$ cat src/hw/srlc_pkg.sv
// Constants for the switch routing and link configuration block.
// Assumes one switch clock; register numbers are node configuration indices.
package srlc_pkg;
   // Register numbers
   localparam logic [7:0] A_NODE_ID = 8'h05;
   localparam logic [7:0] A_USER    = 8'h0A;
   localparam logic [7:0] A_DIR_LO  = 8'h0C;
   localparam logic [7:0] A_DIR_HI  = 8'h0D;
   localparam logic [7:0] A_RSV_A   = 8'h10;
   localparam logic [7:0] A_RSV_B   = 8'h11;
   localparam logic [7:0] A_DBG     = 8'h1F;
   localparam logic [7:0] A_LSTAT   = 8'h20;
   localparam logic [7:0] A_PSTAT   = 8'h40;
   localparam logic [7:0] A_LCFG    = 8'h80;
   // Link configuration fields
   localparam int B_EN    = 31;
   localparam int B_WIDE  = 30;
   localparam int B_ERR   = 27;
   localparam int B_GRANT = 26;
   localparam int B_CRED  = 25;
   localparam int B_GREET = 24;
   localparam int B_RXRST = 23;
   localparam int SG_LO   = 11;
   localparam int TG_LO   = 0;
   localparam int GAP_W   = 11;
   // Link status fields
   localparam int TYPE_LO = 24;
   localparam int DEST_LO = 16;
   localparam int DIR_LO  = 8;
   localparam int NET_LO  = 4;
   localparam int B_JUNK  = 2;
   localparam int B_DBUSY = 1;
   localparam int B_SBUSY = 0;
   // Source target type codes
   localparam logic [1:0] TT_SWITCH = 2'h0;
   localparam logic [1:0] TT_PROC   = 2'h1;
   localparam logic [1:0] TT_CTRL   = 2'h2;
   localparam logic [1:0] TT_UNDEF  = 2'h3;
   // User code and debug source fields
   localparam int UC_LO   = 18;
   localparam int DBG_RSV = 4;
   localparam logic [1:0] DBG_FIRST  = 2'h1;
   localparam logic [1:0] DBG_SECOND = 2'h2;
   // Token framing: pad, control flag, byte
   localparam int TOK_W   = 8;
   localparam int FRAME_W = 12;
   localparam int CTL_BIT = 8;
   localparam logic [2:0] PAD_ZERO = 3'h0;
   localparam logic [7:0] CT_GREET  = 8'h01;
   localparam logic [7:0] CT_CREDIT = 8'h02;
   localparam logic [2:0] SYMS_NARROW = 3'h6;
   localparam logic [2:0] SYMS_WIDE   = 3'h3;
   localparam logic [2:0] SYM_ONE     = 3'h1;
   localparam logic [GAP_W-1:0] GAP_ONE = 11'h001;
   localparam int NARROW_B = 2;
   localparam int WIDE_B   = 4;
   localparam int FIFO_D   = 32;

   typedef enum logic [2:0] {
      TX_IDLE = 3'b001,
      TX_SYM  = 3'b010,
      TX_GAP  = 3'b100
   } srlc_tx_t;
endpackage : srlc_pkg

$ cat src/hw/srlc_fifo.sv
// Flip-flop FIFO with valid/ready on both sides.
// Depth must be a power of two; pointers wrap by overflow.
module srlc_fifo #(
   parameter int W = 8,
   parameter int D = 32
) (
   // Clock and reset
   input  wire logic         clk,
   input  wire logic         rst,
   input  wire logic         ce,
   // Fill side
   input  wire logic         in_valid,
   input  wire logic [W-1:0] in_data,
   output logic              in_ready,
   // Drain side
   output logic              out_valid,
   output logic [W-1:0]      out_data,
   input  wire logic         out_ready
);
   localparam int AW = $clog2(D);
   localparam logic [AW:0] FULL = (AW+1)'(D);

   typedef struct packed {
      logic [D-1:0][W-1:0] mem;
      logic [AW-1:0]       wp;
      logic [AW-1:0]       rp;
      logic [AW:0]         cnt;
      logic                rdy;
   } srlc_fifo_st_t;

   srlc_fifo_st_t q;
   srlc_fifo_st_t next_q;
   logic          push;
   logic          pop;

   assign in_ready  = q.rdy;
   assign out_valid = (q.cnt != '0);
   assign out_data  = q.mem[q.rp];

   always_comb begin
      next_q = q;
      push   = in_valid && (q.cnt != FULL);
      pop    = out_ready && (q.cnt != '0);
      if (push) begin
         next_q.mem[q.wp] = in_data;
         next_q.wp        = q.wp + 1'b1;
      end
      if (pop) begin
         next_q.rp = q.rp + 1'b1;
      end
      if (push && !pop) begin
         next_q.cnt = q.cnt + 1'b1;
      end else if (pop && !push) begin
         next_q.cnt = q.cnt - 1'b1;
      end
      next_q.rdy = (next_q.cnt != FULL);
   end

   always_ff @(posedge clk) begin
      if (rst) begin
         q <= '0;
      end else if (ce) begin
         q <= next_q;
      end
   end
endmodule : srlc_fifo

$ cat src/hw/srlc_top.sv
// Switch node configuration: routing table, link status and link setup,
// plus the transmit/receive engine of external link 0.
// Assumes the fabric drives per-link status levels and one switch clock.
// Function
// - Lower routing register holds eight directions for mismatches in bits 7..0.
// - Outgoing direction comes from entry of the highest mismatching id bit.
// - Each entry is 4 bits RW, reset zero, dimension n at 4n+3:4n.
// - Upper routing register holds directions for bits 15..8, dimension 8 lowest.
// - Debug source bit 0 marks first core, bit 1 second core.
// - Link status bits 25:24 report source target type code.
// - Link status bits 23:16 show destination link while in use.
// - External link status bits 11:8 hold RW direction, reset zero.
// - Link status bits 5:4 hold RW network number, reset zero.
// - Status bit 2 junk, bit 1 destination busy, bit 0 source busy.
// - Processor link status at 0x40..0x47, same fields, no direction.
// - Config bit 31 enables the link and steers pin multiplexing.
// - Config bit 30 selects 2-wire or 5-wire mode, reset zero.
// - Config bit 27 flags receive overflow or illegal token.
// - Bit 26 shows credit granted, bit 25 credit held; reset zero.
// - Writing bit 24 clears own credit and sends a greeting token.
// - Writing bit 23 resets the receiver to await a new token.
// - Idle gap between symbols is at least field 21:11 plus one.
// - Idle gap between tokens is at least field 10:0 plus one.
// - User code register returns OTP code and identification code.
// - Local node identifier is 16 bits RW, reset zero.
module srlc_top
   import srlc_pkg::*;
#(
   parameter int          NLINK   = 8,
   parameter int          NPLINK  = 8,
   parameter int          DEPTH   = srlc_pkg::FIFO_D,
   // Arbitrary neutral identification value
   parameter logic [17:0] ID_CODE = 18'h00000
) (
   // Clock, reset, enable
   input  wire logic                   clk,
   input  wire logic                   rst,
   input  wire logic                   ce,
   // Node configuration access
   input  wire logic                   cfg_wr,
   input  wire logic                   cfg_rd,
   input  wire logic [7:0]             cfg_addr,
   input  wire logic [31:0]            cfg_wdata,
   output logic [31:0]                 cfg_rdata,
   output logic                        cfg_rvalid,
   // Fabric status of external links
   input  wire logic [NLINK-1:0][1:0]  lk_type,
   input  wire logic [NLINK-1:0][7:0]  lk_dest,
   input  wire logic [NLINK-1:0]       lk_junk,
   input  wire logic [NLINK-1:0]       lk_dbusy,
   input  wire logic [NLINK-1:0]       lk_sbusy,
   // Fabric status of processor links
   input  wire logic [NPLINK-1:0][1:0] pl_type,
   input  wire logic [NPLINK-1:0][7:0] pl_dest,
   input  wire logic [NPLINK-1:0]      pl_junk,
   input  wire logic [NPLINK-1:0]      pl_dbusy,
   input  wire logic [NPLINK-1:0]      pl_sbusy,
   // Debug and user code
   input  wire logic                   global_debug_event,
   input  wire logic                   dbg_from_second_core,
   input  wire logic [13:0]            otp_user_code,
   // Route lookup
   input  wire logic                   route_req,
   input  wire logic [15:0]            route_dest,
   output logic                        route_valid,
   output logic                        route_local,
   output logic [3:0]                  route_dir,
   // Link pin control
   output logic [NLINK-1:0]            link_enable,
   output logic [NLINK-1:0]            link_wide,
   // Transmit data in
   input  wire logic                   tx_in_valid,
   input  wire logic [TOK_W-1:0]       tx_in_data,
   output logic                        tx_in_ready,
   // Link symbols out
   output logic [WIDE_B-1:0]           tx_sym,
   output logic                        tx_sym_valid,
   // Link symbols in
   input  wire logic [WIDE_B-1:0]      rx_sym,
   input  wire logic                   rx_sym_valid,
   // Received data out
   output logic                        rx_tok_valid,
   output logic [TOK_W-1:0]            rx_tok_data,
   input  wire logic                   rx_tok_ready
);

   typedef struct packed {
      logic [15:0]                    node_id;
      logic [31:0]                    dir_lo;
      logic [31:0]                    dir_hi;
      logic [1:0]                     rsv_a;
      logic [1:0]                     rsv_b;
      logic [2:0]                     dbg;
      logic [NLINK-1:0][3:0]          l_dir;
      logic [NLINK-1:0][1:0]          l_net;
      logic [NPLINK-1:0][1:0]         p_net;
      logic [NLINK-1:0]               en;
      logic [NLINK-1:0]               wide;
      logic [NLINK-1:0][GAP_W-1:0]    sgap;
      logic [NLINK-1:0][GAP_W-1:0]    tgap;
      logic                           err;
      logic                           grant;
      logic                           credit;
      logic                           greet_pend;
      logic                           grant_pend;
      srlc_tx_t                       tx_st;
      logic [FRAME_W-1:0]             tx_sh;
      logic [2:0]                     tx_left;
      logic [GAP_W-1:0]               tx_cnt;
      logic [FRAME_W-1:0]             rx_sh;
      logic [2:0]                     rx_cnt;
      logic [WIDE_B-1:0]              tx_sym;
      logic                           tx_sym_valid;
      logic                           rx_tok_valid;
      logic [TOK_W-1:0]               rx_tok_data;
      logic                           route_valid;
      logic                           route_local;
      logic [3:0]                     route_dir;
      logic [31:0]                    cfg_rdata;
      logic                           cfg_rvalid;
   } srlc_st_t;

   srlc_st_t         q;
   srlc_st_t         next_q;
   logic             take;
   logic             fifo_valid;
   logic [TOK_W-1:0] fifo_data;
   logic [31:0]      rd;
   logic [FRAME_W-1:0] rx_new;
   logic [4:0]       hit;
   logic [63:0]      dirs;

   // Highest set bit of the mismatch, with a found flag on top
   function automatic logic [4:0] msb_mismatch(input logic [15:0] diff);
      logic [4:0] r;
      r = '0;
      for (int b = 0; b < 16; b++) begin
         if (diff[b]) begin
            r = {1'b1, 4'(b)};
         end
      end
      return r;
   endfunction : msb_mismatch

   // Register number of entry i in a per-link bank
   function automatic logic is_entry(input logic [7:0] addr,
                                     input logic [7:0] base, input int i);
      return addr == (base + 8'(i));
   endfunction : is_entry

   srlc_fifo #(
      .W (TOK_W),
      .D (DEPTH)
   ) u_tx_fifo (
      .clk       (clk),
      .rst       (rst),
      .ce        (ce),
      .in_valid  (tx_in_valid),
      .in_data   (tx_in_data),
      .in_ready  (tx_in_ready),
      .out_valid (fifo_valid),
      .out_data  (fifo_data),
      .out_ready (take)
   );

   assign cfg_rdata    = q.cfg_rdata;
   assign cfg_rvalid   = q.cfg_rvalid;
   assign route_valid  = q.route_valid;
   assign route_local  = q.route_local;
   assign route_dir    = q.route_dir;
   assign link_enable  = q.en;
   assign link_wide    = q.wide;
   assign tx_sym       = q.tx_sym;
   assign tx_sym_valid = q.tx_sym_valid;
   assign rx_tok_valid = q.rx_tok_valid;
   assign rx_tok_data  = q.rx_tok_data;

   always_comb begin
      next_q              = q;
      take                = 1'b0;
      rd                  = '0;
      rx_new              = '0;
      hit                 = '0;
      dirs                = {q.dir_hi, q.dir_lo};
      next_q.cfg_rvalid   = 1'b0;
      next_q.route_valid  = 1'b0;
      next_q.tx_sym_valid = 1'b0;
      if (rx_tok_ready) begin
         next_q.rx_tok_valid = 1'b0;
      end

      // Register writes
      if (cfg_wr) begin
         case (cfg_addr)
            A_NODE_ID: next_q.node_id = cfg_wdata[15:0];
            A_DIR_LO:  next_q.dir_lo = cfg_wdata;
            A_DIR_HI:  next_q.dir_hi = cfg_wdata;
            A_RSV_A:   next_q.rsv_a = cfg_wdata[1:0];
            A_RSV_B:   next_q.rsv_b = cfg_wdata[1:0];
            A_DBG:     next_q.dbg = {cfg_wdata[DBG_RSV], cfg_wdata[1:0]};
            default: ;
         endcase
         for (int i = 0; i < NLINK; i++) begin
            if (is_entry(cfg_addr, A_LSTAT, i)) begin
               next_q.l_dir[i] = cfg_wdata[DIR_LO +: 4];
               next_q.l_net[i] = cfg_wdata[NET_LO +: 2];
            end
            if (is_entry(cfg_addr, A_LCFG, i)) begin
               next_q.en[i]   = cfg_wdata[B_EN];
               next_q.wide[i] = cfg_wdata[B_WIDE];
               next_q.sgap[i] = cfg_wdata[SG_LO +: GAP_W];
               next_q.tgap[i] = cfg_wdata[TG_LO +: GAP_W];
            end
         end
         for (int i = 0; i < NPLINK; i++) begin
            if (is_entry(cfg_addr, A_PSTAT, i)) begin
               next_q.p_net[i] = cfg_wdata[NET_LO +: 2];
            end
         end
         if (cfg_addr == A_LCFG) begin
            if (cfg_wdata[B_GREET]) begin
               next_q.credit     = 1'b0;
               next_q.greet_pend = 1'b1;
            end
            if (cfg_wdata[B_RXRST]) begin
               next_q.rx_cnt = '0;
               next_q.rx_sh  = '0;
               next_q.err    = 1'b0;
            end
         end
      end

      // event wins over a same-cycle write
      if (global_debug_event) begin
         next_q.dbg[1:0] = dbg_from_second_core ? DBG_SECOND : DBG_FIRST;
      end

      // Register reads
      case (cfg_addr)
         A_NODE_ID: rd[15:0] = q.node_id;
         A_USER:    rd = {otp_user_code, ID_CODE};
         A_DIR_LO:  rd = q.dir_lo;
         A_DIR_HI:  rd = q.dir_hi;
         A_RSV_A:   rd[1:0] = q.rsv_a;
         A_RSV_B:   rd[1:0] = q.rsv_b;
         A_DBG:     rd[DBG_RSV:0] = {q.dbg[2], 2'h0, q.dbg[1:0]};
         default: ;
      endcase
      for (int i = 0; i < NLINK; i++) begin
         if (is_entry(cfg_addr, A_LSTAT, i)) begin
            rd[TYPE_LO +: 2] = lk_type[i];
            rd[DEST_LO +: 8] = lk_dest[i];
            rd[DIR_LO +: 4]  = q.l_dir[i];
            rd[NET_LO +: 2]  = q.l_net[i];
            rd[B_JUNK]       = lk_junk[i];
            rd[B_DBUSY]      = lk_dbusy[i];
            rd[B_SBUSY]      = lk_sbusy[i];
         end
         if (is_entry(cfg_addr, A_LCFG, i)) begin
            rd[B_EN]            = q.en[i];
            rd[B_WIDE]          = q.wide[i];
            rd[SG_LO +: GAP_W]  = q.sgap[i];
            rd[TG_LO +: GAP_W]  = q.tgap[i];
         end
      end
      if (cfg_addr == A_LCFG) begin
         rd[B_ERR]   = q.err;
         rd[B_GRANT] = q.grant;
         rd[B_CRED]  = q.credit;
      end
      for (int i = 0; i < NPLINK; i++) begin
         if (is_entry(cfg_addr, A_PSTAT, i)) begin
            rd[TYPE_LO +: 2] = pl_type[i];
            rd[DEST_LO +: 8] = pl_dest[i];
            rd[NET_LO +: 2]  = q.p_net[i];
            rd[B_JUNK]       = pl_junk[i];
            rd[B_DBUSY]      = pl_dbusy[i];
            rd[B_SBUSY]      = pl_sbusy[i];
         end
      end
      if (cfg_rd) begin
         next_q.cfg_rvalid = 1'b1;
         next_q.cfg_rdata  = rd;
      end

      // highest mismatching bit picks the entry
      if (route_req) begin
         hit                = msb_mismatch(route_dest ^ q.node_id);
         next_q.route_valid = 1'b1;
         next_q.route_local = !hit[4];
         next_q.route_dir   = hit[4] ? dirs[{hit[3:0], 2'h0} +: 4] : '0;
      end

      // Receiver; disabled link ignores symbols
      if (q.en[0] && rx_sym_valid) begin
         rx_new = q.wide[0] ? {q.rx_sh[FRAME_W-WIDE_B-1:0], rx_sym}
                            : {q.rx_sh[FRAME_W-NARROW_B-1:0], rx_sym[NARROW_B-1:0]};
         next_q.rx_sh  = rx_new;
         next_q.rx_cnt = q.rx_cnt + SYM_ONE;
         if (q.rx_cnt + SYM_ONE == (q.wide[0] ? SYMS_WIDE : SYMS_NARROW)) begin
            next_q.rx_cnt = '0;
            // bad framing or unknown control code
            if (rx_new[FRAME_W-1:CTL_BIT+1] != PAD_ZERO) begin
               next_q.err = 1'b1;
            end else if (rx_new[CTL_BIT]) begin
               if (rx_new[TOK_W-1:0] == CT_GREET) begin
                  next_q.grant_pend = 1'b1;
               end else if (rx_new[TOK_W-1:0] == CT_CREDIT) begin
                  // credit set beats a same-cycle clear
                  next_q.credit = 1'b1;
               end else begin
                  next_q.err = 1'b1;
               end
            end else if (q.rx_tok_valid && !rx_tok_ready) begin
               next_q.err = 1'b1;
            end else begin
               next_q.rx_tok_valid = 1'b1;
               next_q.rx_tok_data  = rx_new[TOK_W-1:0];
            end
         end
      end

      // Transmitter
      case (q.tx_st)
         TX_IDLE: begin
            next_q.tx_left = q.wide[0] ? SYMS_WIDE : SYMS_NARROW;
            if (q.en[0]) begin
               if (q.greet_pend) begin
                  next_q.greet_pend = 1'b0;
                  next_q.tx_sh      = {PAD_ZERO, 1'b1, CT_GREET};
                  next_q.tx_st      = TX_SYM;
               end else if (q.grant_pend) begin
                  next_q.grant_pend = 1'b0;
                  next_q.grant      = 1'b1;
                  next_q.tx_sh      = {PAD_ZERO, 1'b1, CT_CREDIT};
                  next_q.tx_st      = TX_SYM;
               end else if (q.credit && fifo_valid) begin
                  take         = 1'b1;
                  next_q.tx_sh = {PAD_ZERO, 1'b0, fifo_data};
                  next_q.tx_st = TX_SYM;
               end
            end
         end
         TX_SYM: begin
            next_q.tx_sym_valid = q.en[0];
            next_q.tx_left      = q.tx_left - SYM_ONE;
            next_q.tx_st        = TX_GAP;
            if (q.wide[0]) begin
               next_q.tx_sym = q.tx_sh[FRAME_W-1 -: WIDE_B];
               next_q.tx_sh  = q.tx_sh << WIDE_B;
            end else begin
               next_q.tx_sym = {2'h0, q.tx_sh[FRAME_W-1 -: NARROW_B]};
               next_q.tx_sh  = q.tx_sh << NARROW_B;
            end
            next_q.tx_cnt = (q.tx_left == SYM_ONE) ? q.tgap[0] : q.sgap[0];
         end
         TX_GAP: begin
            if (q.tx_cnt == '0) begin
               next_q.tx_st = (q.tx_left == '0) ? TX_IDLE : TX_SYM;
            end else begin
               next_q.tx_cnt = q.tx_cnt - GAP_ONE;
            end
         end
         default: next_q.tx_st = TX_IDLE;
      endcase
      // disabling aborts the token in flight
      if (!q.en[0]) begin
         next_q.tx_st = TX_IDLE;
      end
   end

   always_ff @(posedge clk) begin
      if (rst) begin
         q       <= '0;
         q.tx_st <= TX_IDLE;
      end else if (ce) begin
         q <= next_q;
      end
   end
endmodule : srlc_top

$ cat config.mk
export PLATFORM = sky130hd
export DESIGN_NAME = srlc_top
export DESIGN_NICKNAME = d
export VERILOG_FILES = /design/src/hw/srlc_pkg.sv /design/src/hw/srlc_fifo.sv /design/src/hw/srlc_top.sv
export SDC_FILE = /design/constraint.sdc
export NUM_CORES = 2
export LEC_CHECK = 0
export BUFFER_PORTS_ARGS = -buffer_cell sky130_fd_sc_hd__buf_4
export CORE_MARGIN = 2
export CORE_UTILIZATION = 40
export DETAILED_ROUTE_END_ITERATION = 12
export HOLD_SLACK_MARGIN = 0.05
export PLACE_DENSITY = 0.63
export REMOVE_ABC_BUFFERS = 1
export SKIP_LAST_GASP = 1
export SYNTH_ARGS = -nofsm -noshare
export SYNTH_HDL_FRONTEND = slang
export SYNTH_SLANG_ARGS = --single-unit
export TNS_END_PERCENT = 1
$ cat constraint.sdc
create_clock -name clk -period 4.44 [get_ports clk]
set_input_delay 0.666 -clock clk [delete_from_list [all_inputs] [get_ports clk]]
set_output_delay 0.666 -clock clk [all_outputs]
set_load 0.02 [all_outputs]
Word-level counts from Yosys, hierarchy flattened. Cells that the tools add are included.

Bits in registers: 716. Input bits: 301. Output and inout port bits: 70.

Add/sub/neg operators: 7. $lt $le $gt $ge: 3. Equal/unequal tests: 45. Shift-type cells: 1. Mux-type cells: 224. Bitwise logic cells: 5. Reductions and logical operators: 66.

Operators with widths (count): two-way mux 259 bit (1); bitwise mux 256 bit (1); two-way mux 11 bit (18); two-way mux 22 bit (8); two-way mux 10 bit (16); AND reduction 3 bit (33); two-way mux 2 bit (48); two-way mux 5 bit (17); two-way mux 4 bit (18); equality test 8 x 6 -> 1 bit (second input constant) (8); equality test 8 x 7 -> 1 bit (second input constant) (8); equality test 8 bit (second input constant) (8); indexed part select 64 x 7 -> 4 bit (1); two-way mux 3 bit (21); two-way mux 13 bit (4); case mux 16 bit (3 select lines) (1); two-way mux 1 bit (47); two-way mux 15 bit (3); two-way mux 9 bit (5); binary-select mux 8 bit (select 5 bit) (1); demux 8 bit (select 5 bit) (1); case mux 11 bit (3 select lines) (1); case mux 15 bit (2 select lines) (1); equality test 8 x 4 -> 1 bit (second input constant) (3); 42 further kinds (78).

Logic depth before layout (Yosys ltp).
Word-level depth: 26. Gate-level depth with buffers: 12.

Modules after synthesis. A second synthesis with hierarchy kept.

Cells, all modules: 4460. Area total of the unflattened synthesis: 35556.6 um^2.

Modules (own cells, without submodules): srlc_top (instances 1, cells each 3082, area each 23088.4 um^2, sequential area each 8868.5 um^2); srlc_fifo (instances 1, cells each 1378, area each 12468.2 um^2, sequential area each 5465.2 um^2).

Worst setup path before layout. Ideal clock, no wire load.

Path kind: input to register. Start point: in cfg_addr[6]. End point: reg q (netlist bit cfg_rdata[16]). Setup time: 80 ps. Arrival: 2869 ps. Path slack: 1492 ps. Stages on the path: 10. Buffers on the path: 2. Path through: buf_4 or4_4 or3_1 buf_2 o22a_1 o221ai_2 a211o_1 a21oi_1 or3_1 a211oi_2.

Word-level cells in the longest chain between the ends: 26. Elaborated cells between the ends (all ways): 52.

RTL lines: from (decl) (RTL line srlc_top.sv:42) `input wire logic [7:0] cfg_addr,`; equality test 8 x 4 -> 1 bit (RTL line srlc_top.sv:239) `case (cfg_addr)`; case mux 16 bit (3 select lines) (RTL line srlc_top.sv:239); two-way mux 10 bit (RTL line srlc_top.sv:250) `if (is_entry(cfg_addr, A_LSTAT, i)) begin`; two-way mux 22 bit (RTL line srlc_top.sv:259) `if (is_entry(cfg_addr, A_LCFG, i)) begin`; two-way mux 10 bit (RTL line srlc_top.sv:250); two-way mux 22 bit (RTL line srlc_top.sv:259); two-way mux 10 bit (RTL line srlc_top.sv:250); two-way mux 22 bit (RTL line srlc_top.sv:259); [4 not listed]; two-way mux 10 bit (RTL line srlc_top.sv:250); two-way mux 22 bit (RTL line srlc_top.sv:259); two-way mux 10 bit (RTL line srlc_top.sv:250); two-way mux 22 bit (RTL line srlc_top.sv:259); two-way mux 10 bit (RTL line srlc_top.sv:250); two-way mux 22 bit (RTL line srlc_top.sv:259); two-way mux 10 bit (7 in a row) (RTL line srlc_top.sv:272) `if (is_entry(cfg_addr, A_PSTAT, i)) begin`; two-way mux 10 bit * (RTL line srlc_top.sv:272); to (signal assigned) (RTL line srlc_top.sv:377) `q <= next_q;`; to (decl) (RTL line srlc_top.sv:123) `srlc_st_t q;`.

Every way passes the cells marked *; elsewhere a longest branch is shown, timed or not. A chain may end at the register's enable or synchronous reset.

Worst setup path in the final report.
Start point: in cfg_addr[1]. End point: reg q (netlist bit cfg_rdata[24]).

Word-level cells in the longest chain between the ends: 18. Elaborated cells between the ends (all ways): 36.

RTL lines (RTL line): equality test 8 x 4 -> 1 bit (srlc_top.sv:239); case mux 16 bit (3 select lines) (srlc_top.sv:239); two-way mux 10 bit (8 in a row) (srlc_top.sv:250); two-way mux 10 bit (7 in a row) (srlc_top.sv:272); two-way mux 10 bit * (srlc_top.sv:272).

Marks and branches as above.

==> qor.csv <==
metric,value,unit
Crit path max-delay family,compound AO/OA/AOI/OAI gates,
Worst VDD drop,0.355,mV
routed vias,32973,
placed cell count,5464,
main combinational cell family by area after synthesis,simple AND/OR/NAND/NOR gates,
fin cells,5607,
crit start category,input port,
cells after synthesis,4212,
slew of the pin with the lowest slew margin,1.20,ns
DP HPWL,98400,um
initial core utilization,0.402,
skew final,0.0332,ns
CP Class,input port to flop,
synthesized cell area,0.0347,mm^2
Post-synth EDFFs,0,
aggregate routed wire length,139000,um
first-pass GRT wire length,204000,um
post-route minimum period,3.33,ns
root buf cell,clkbuf_16,
drt wl/cell,24.7,um
"Primary FF master, synth",dfxtp_1,
post-synthesis async set-or-reset flop share,0,
Num CTS Buffers,79,
drt pass-1 iters,8,
Seq cells post-synth,716,
Die Width,299,um
DRT iter0 DRCs,3501,
type of the worst min-delay path,input port to flop,
setup TNS,0,ns
Yosys top cell area share,0.413,
slowest cell delay on critical path,0.85,ns
met2 routed WL,62700,um
Antenna Cells,0,
GRT Total Usage,0.298,
required time worst endpoint,5.02,ns
IO Pins,371,
CTS tree,built,
WL met3,12500,um
initial antenna violation count,5,
static leakage,14.2,nW
Fillers,8419,
Simple-Gate Fraction of Synth Area,0.190,
Critical-path top delay cell,or4b_2,
Layout area overhead,18.1,%
vias per cell,5.88,
Max Fanout on Critical Path,43,
Post-Route M1 WL,53800,um
row count,108,
Compound-Gate Fraction of Synth Area,0.177,
XOR/XNOR share of the synthesized area,0.00958,
RSZ-0062 raised after global routing,no,
Unique masters post-synth,86,
power per cell area,348,mW/mm^2
Routed Antenna Nets,0,
post_cts resized,0,
Slew headroom,0.198,
"Setup violations, final",0,
GP Congestion,1.03,
CP Data Arrival Time,3.91,ns
Worst setup EP type,flop,
clock tree buffer depth,3,
Max Slew Vio Count,0,
status,"complete, no violations",
clock-pin transition on the worst setup and hold timing paths,0.06,ns
max layer used,met5,
sequential share of the synthesized area,0.413,
Total Nets Final,4704,
"count leader, synth",nand2_1,
CP cell instances,"buf_4, or4b_2, nor2_4, a221oi_1, a21oi_1, o221ai_1, a211oi_1, o21ai_0, nand2_1",
YS warnings,0,
syn_area_per_cell,8.25,um^2
Yosys top cell by area,dfxtp_1,
post-CTS setup buffer count,0,
Max Cap Viol,0,
die height,299,um
max frequency,300,MHz
count of input and output buffers,370,
multiplexer share of the synthesized area,0.151,
total die area,0.0892,mm^2
"Hold Vio Cnt, Final",0,
DRC,0,
clk sink count,716,
CTS H-tree lvls,3,
final total power,14.3,mW
layout cells sized above 1,0.174,
Post-Synth Adder-Cell Area,0.00468,
number of global-route vias before repair,30915,
Buf/Inv on CP,1,
Hold Buf Count CTS,0,
"top cells by area, synth","dfxtp_1, mux2i_1, nand2_1",
core box area,0.0863,mm^2
synth cell count leaders,"nand2_1, dfxtp_1, nor2_1",
largest net degree at the start of global routing,164,
total grt overflow,0,
period utilisation layout,0.750,
Worst-Skew Late Latency,0.65,ns
-- sequential cells by signal (all words and copies together) (netlist names), 4 cells and up --
signal	cells
cfg_rdata	32
dirs	64
link_enable	8
link_wide	8
q	310
route_dir	4
rx_tok_data	8
tx_sym	4
u_tx_fifo.q	272
-- placed cells by master, fill, tap and decap left out, types with 15 or more instances in the layout --
| master | count |
|---|---|
| o211ai_1 | 19 |
| mux2i_1 | 321 |
| o21ai_0 | 157 |
| a211oi_1 | 36 |
| inv_1 | 18 |
| nor2_1 | 497 |
| xor2_1 | 16 |
| dfxtp_1 | 714 |
| a22oi_1 | 63 |
| xnor2_1 | 22 |
| clkbuf_16 | 81 |
| buf_4 | 496 |
| nand3_1 | 48 |
| mux2_2 | 16 |
| o22ai_1 | 48 |
| a32oi_1 | 15 |
| nand2_1 | 845 |
| nor3_1 | 46 |
| clkbuf_1 | 20 |
| clkbuf_8 | 26 |
| nand4_1 | 25 |
| a21oi_1 | 491 |
| o221ai_1 | 17 |
| mux4_2 | 83 |
| a221oi_1 | 48 |
-- logic make-up (layout without fill, tap and decap cells) --
| group | after synthesis | after routing |
|---|---|---|
| adder cells (fa/ha/maj) | 13 | 13 |
| flip-flops | 716 | 716 |
| AND/OR/NAND/NOR | 1585 | 1585 |
| multiplexers | 420 | 420 |
| XOR/XNOR | 38 | 38 |
| buffers and inverters | 426 | 666 |
| AO/OA/AOI/OAI | 1014 | 1014 |
-- power breakdown --
| part | internal, mW | switching, mW | leakage, nW |
|---|---|---|---|
| clock network | 3.98 | 2.81 | 1.31 |
| logic | 0.347 | 0.657 | 7.12 |
| registers | 6.45 | 0.0234 | 5.77 |
| total | 10.8 | 3.49 | 14.2 |
-- stage by stage --
stage / worst slack, ns / hold slack (ns) / utilization / cell area (um^2)
2_1_floorplan: 0.0600 / 0.425 / - / 32900
3_3_place_gp: 0.709 / 0.439 / 0.444 / 38400
3_5_place_dp: 0.699 / 0.438 / 0.444 / 38400
4_1_cts: 1.23 / 0.261 / 0.475 / 41000
5_1_grt: 1.02 / 0.291 / 0.475 / 41000
6_report: 1.11 / 0.287 / 0.475 / 41000
-- worst paths after layout --
check	from	to	depth (start not counted)	slack [ns]
max	cfg_addr[1]	cfg_rdata[24]	9	1.11
min	cfg_wdata[25]	dirs[25]	3	0.29
max reg2reg	u_tx_fifo.q[1]	u_tx_fifo.q[140]	11	1.23
min reg2reg	cfg_rdata[24]	cfg_rdata[24]	2	0.45
-- routing by layer --
metal  track usage  vias up
met4         0.184        8
met3        0.0651      421
met5             0        -
met2         0.477     1725
met1         0.366    15703
li1              -    15116
-- worst register-to-register path, stage by stage, from the launching register on --
cell and delay [ns]:
dfxtp_1 0.34, inv_1 0.15, ha_1 0.16, or4b_2 0.63, o21a_1 0.24, and2_1 0.29
nand2_1 0.43, buf_4 0.27, nor2_1 0.11, buf_4 0.20, mux2i_1 0.17, nor2_1 0.05
-- cell type report --
cell class,count,area [um^2],area share
Sequential cell,716,14300,0.349
Tap cell,1155,1450,0.0352
Clock inverter,16,219,0.00534
Timing Repair Buffer,504,3880,0.0945
Clock buffer,127,2460,0.0599
Inverter,19,71.3,0.00174
Multi-Input combinational cell,3070,18600,0.454
(Power assumes the default switching activity.)
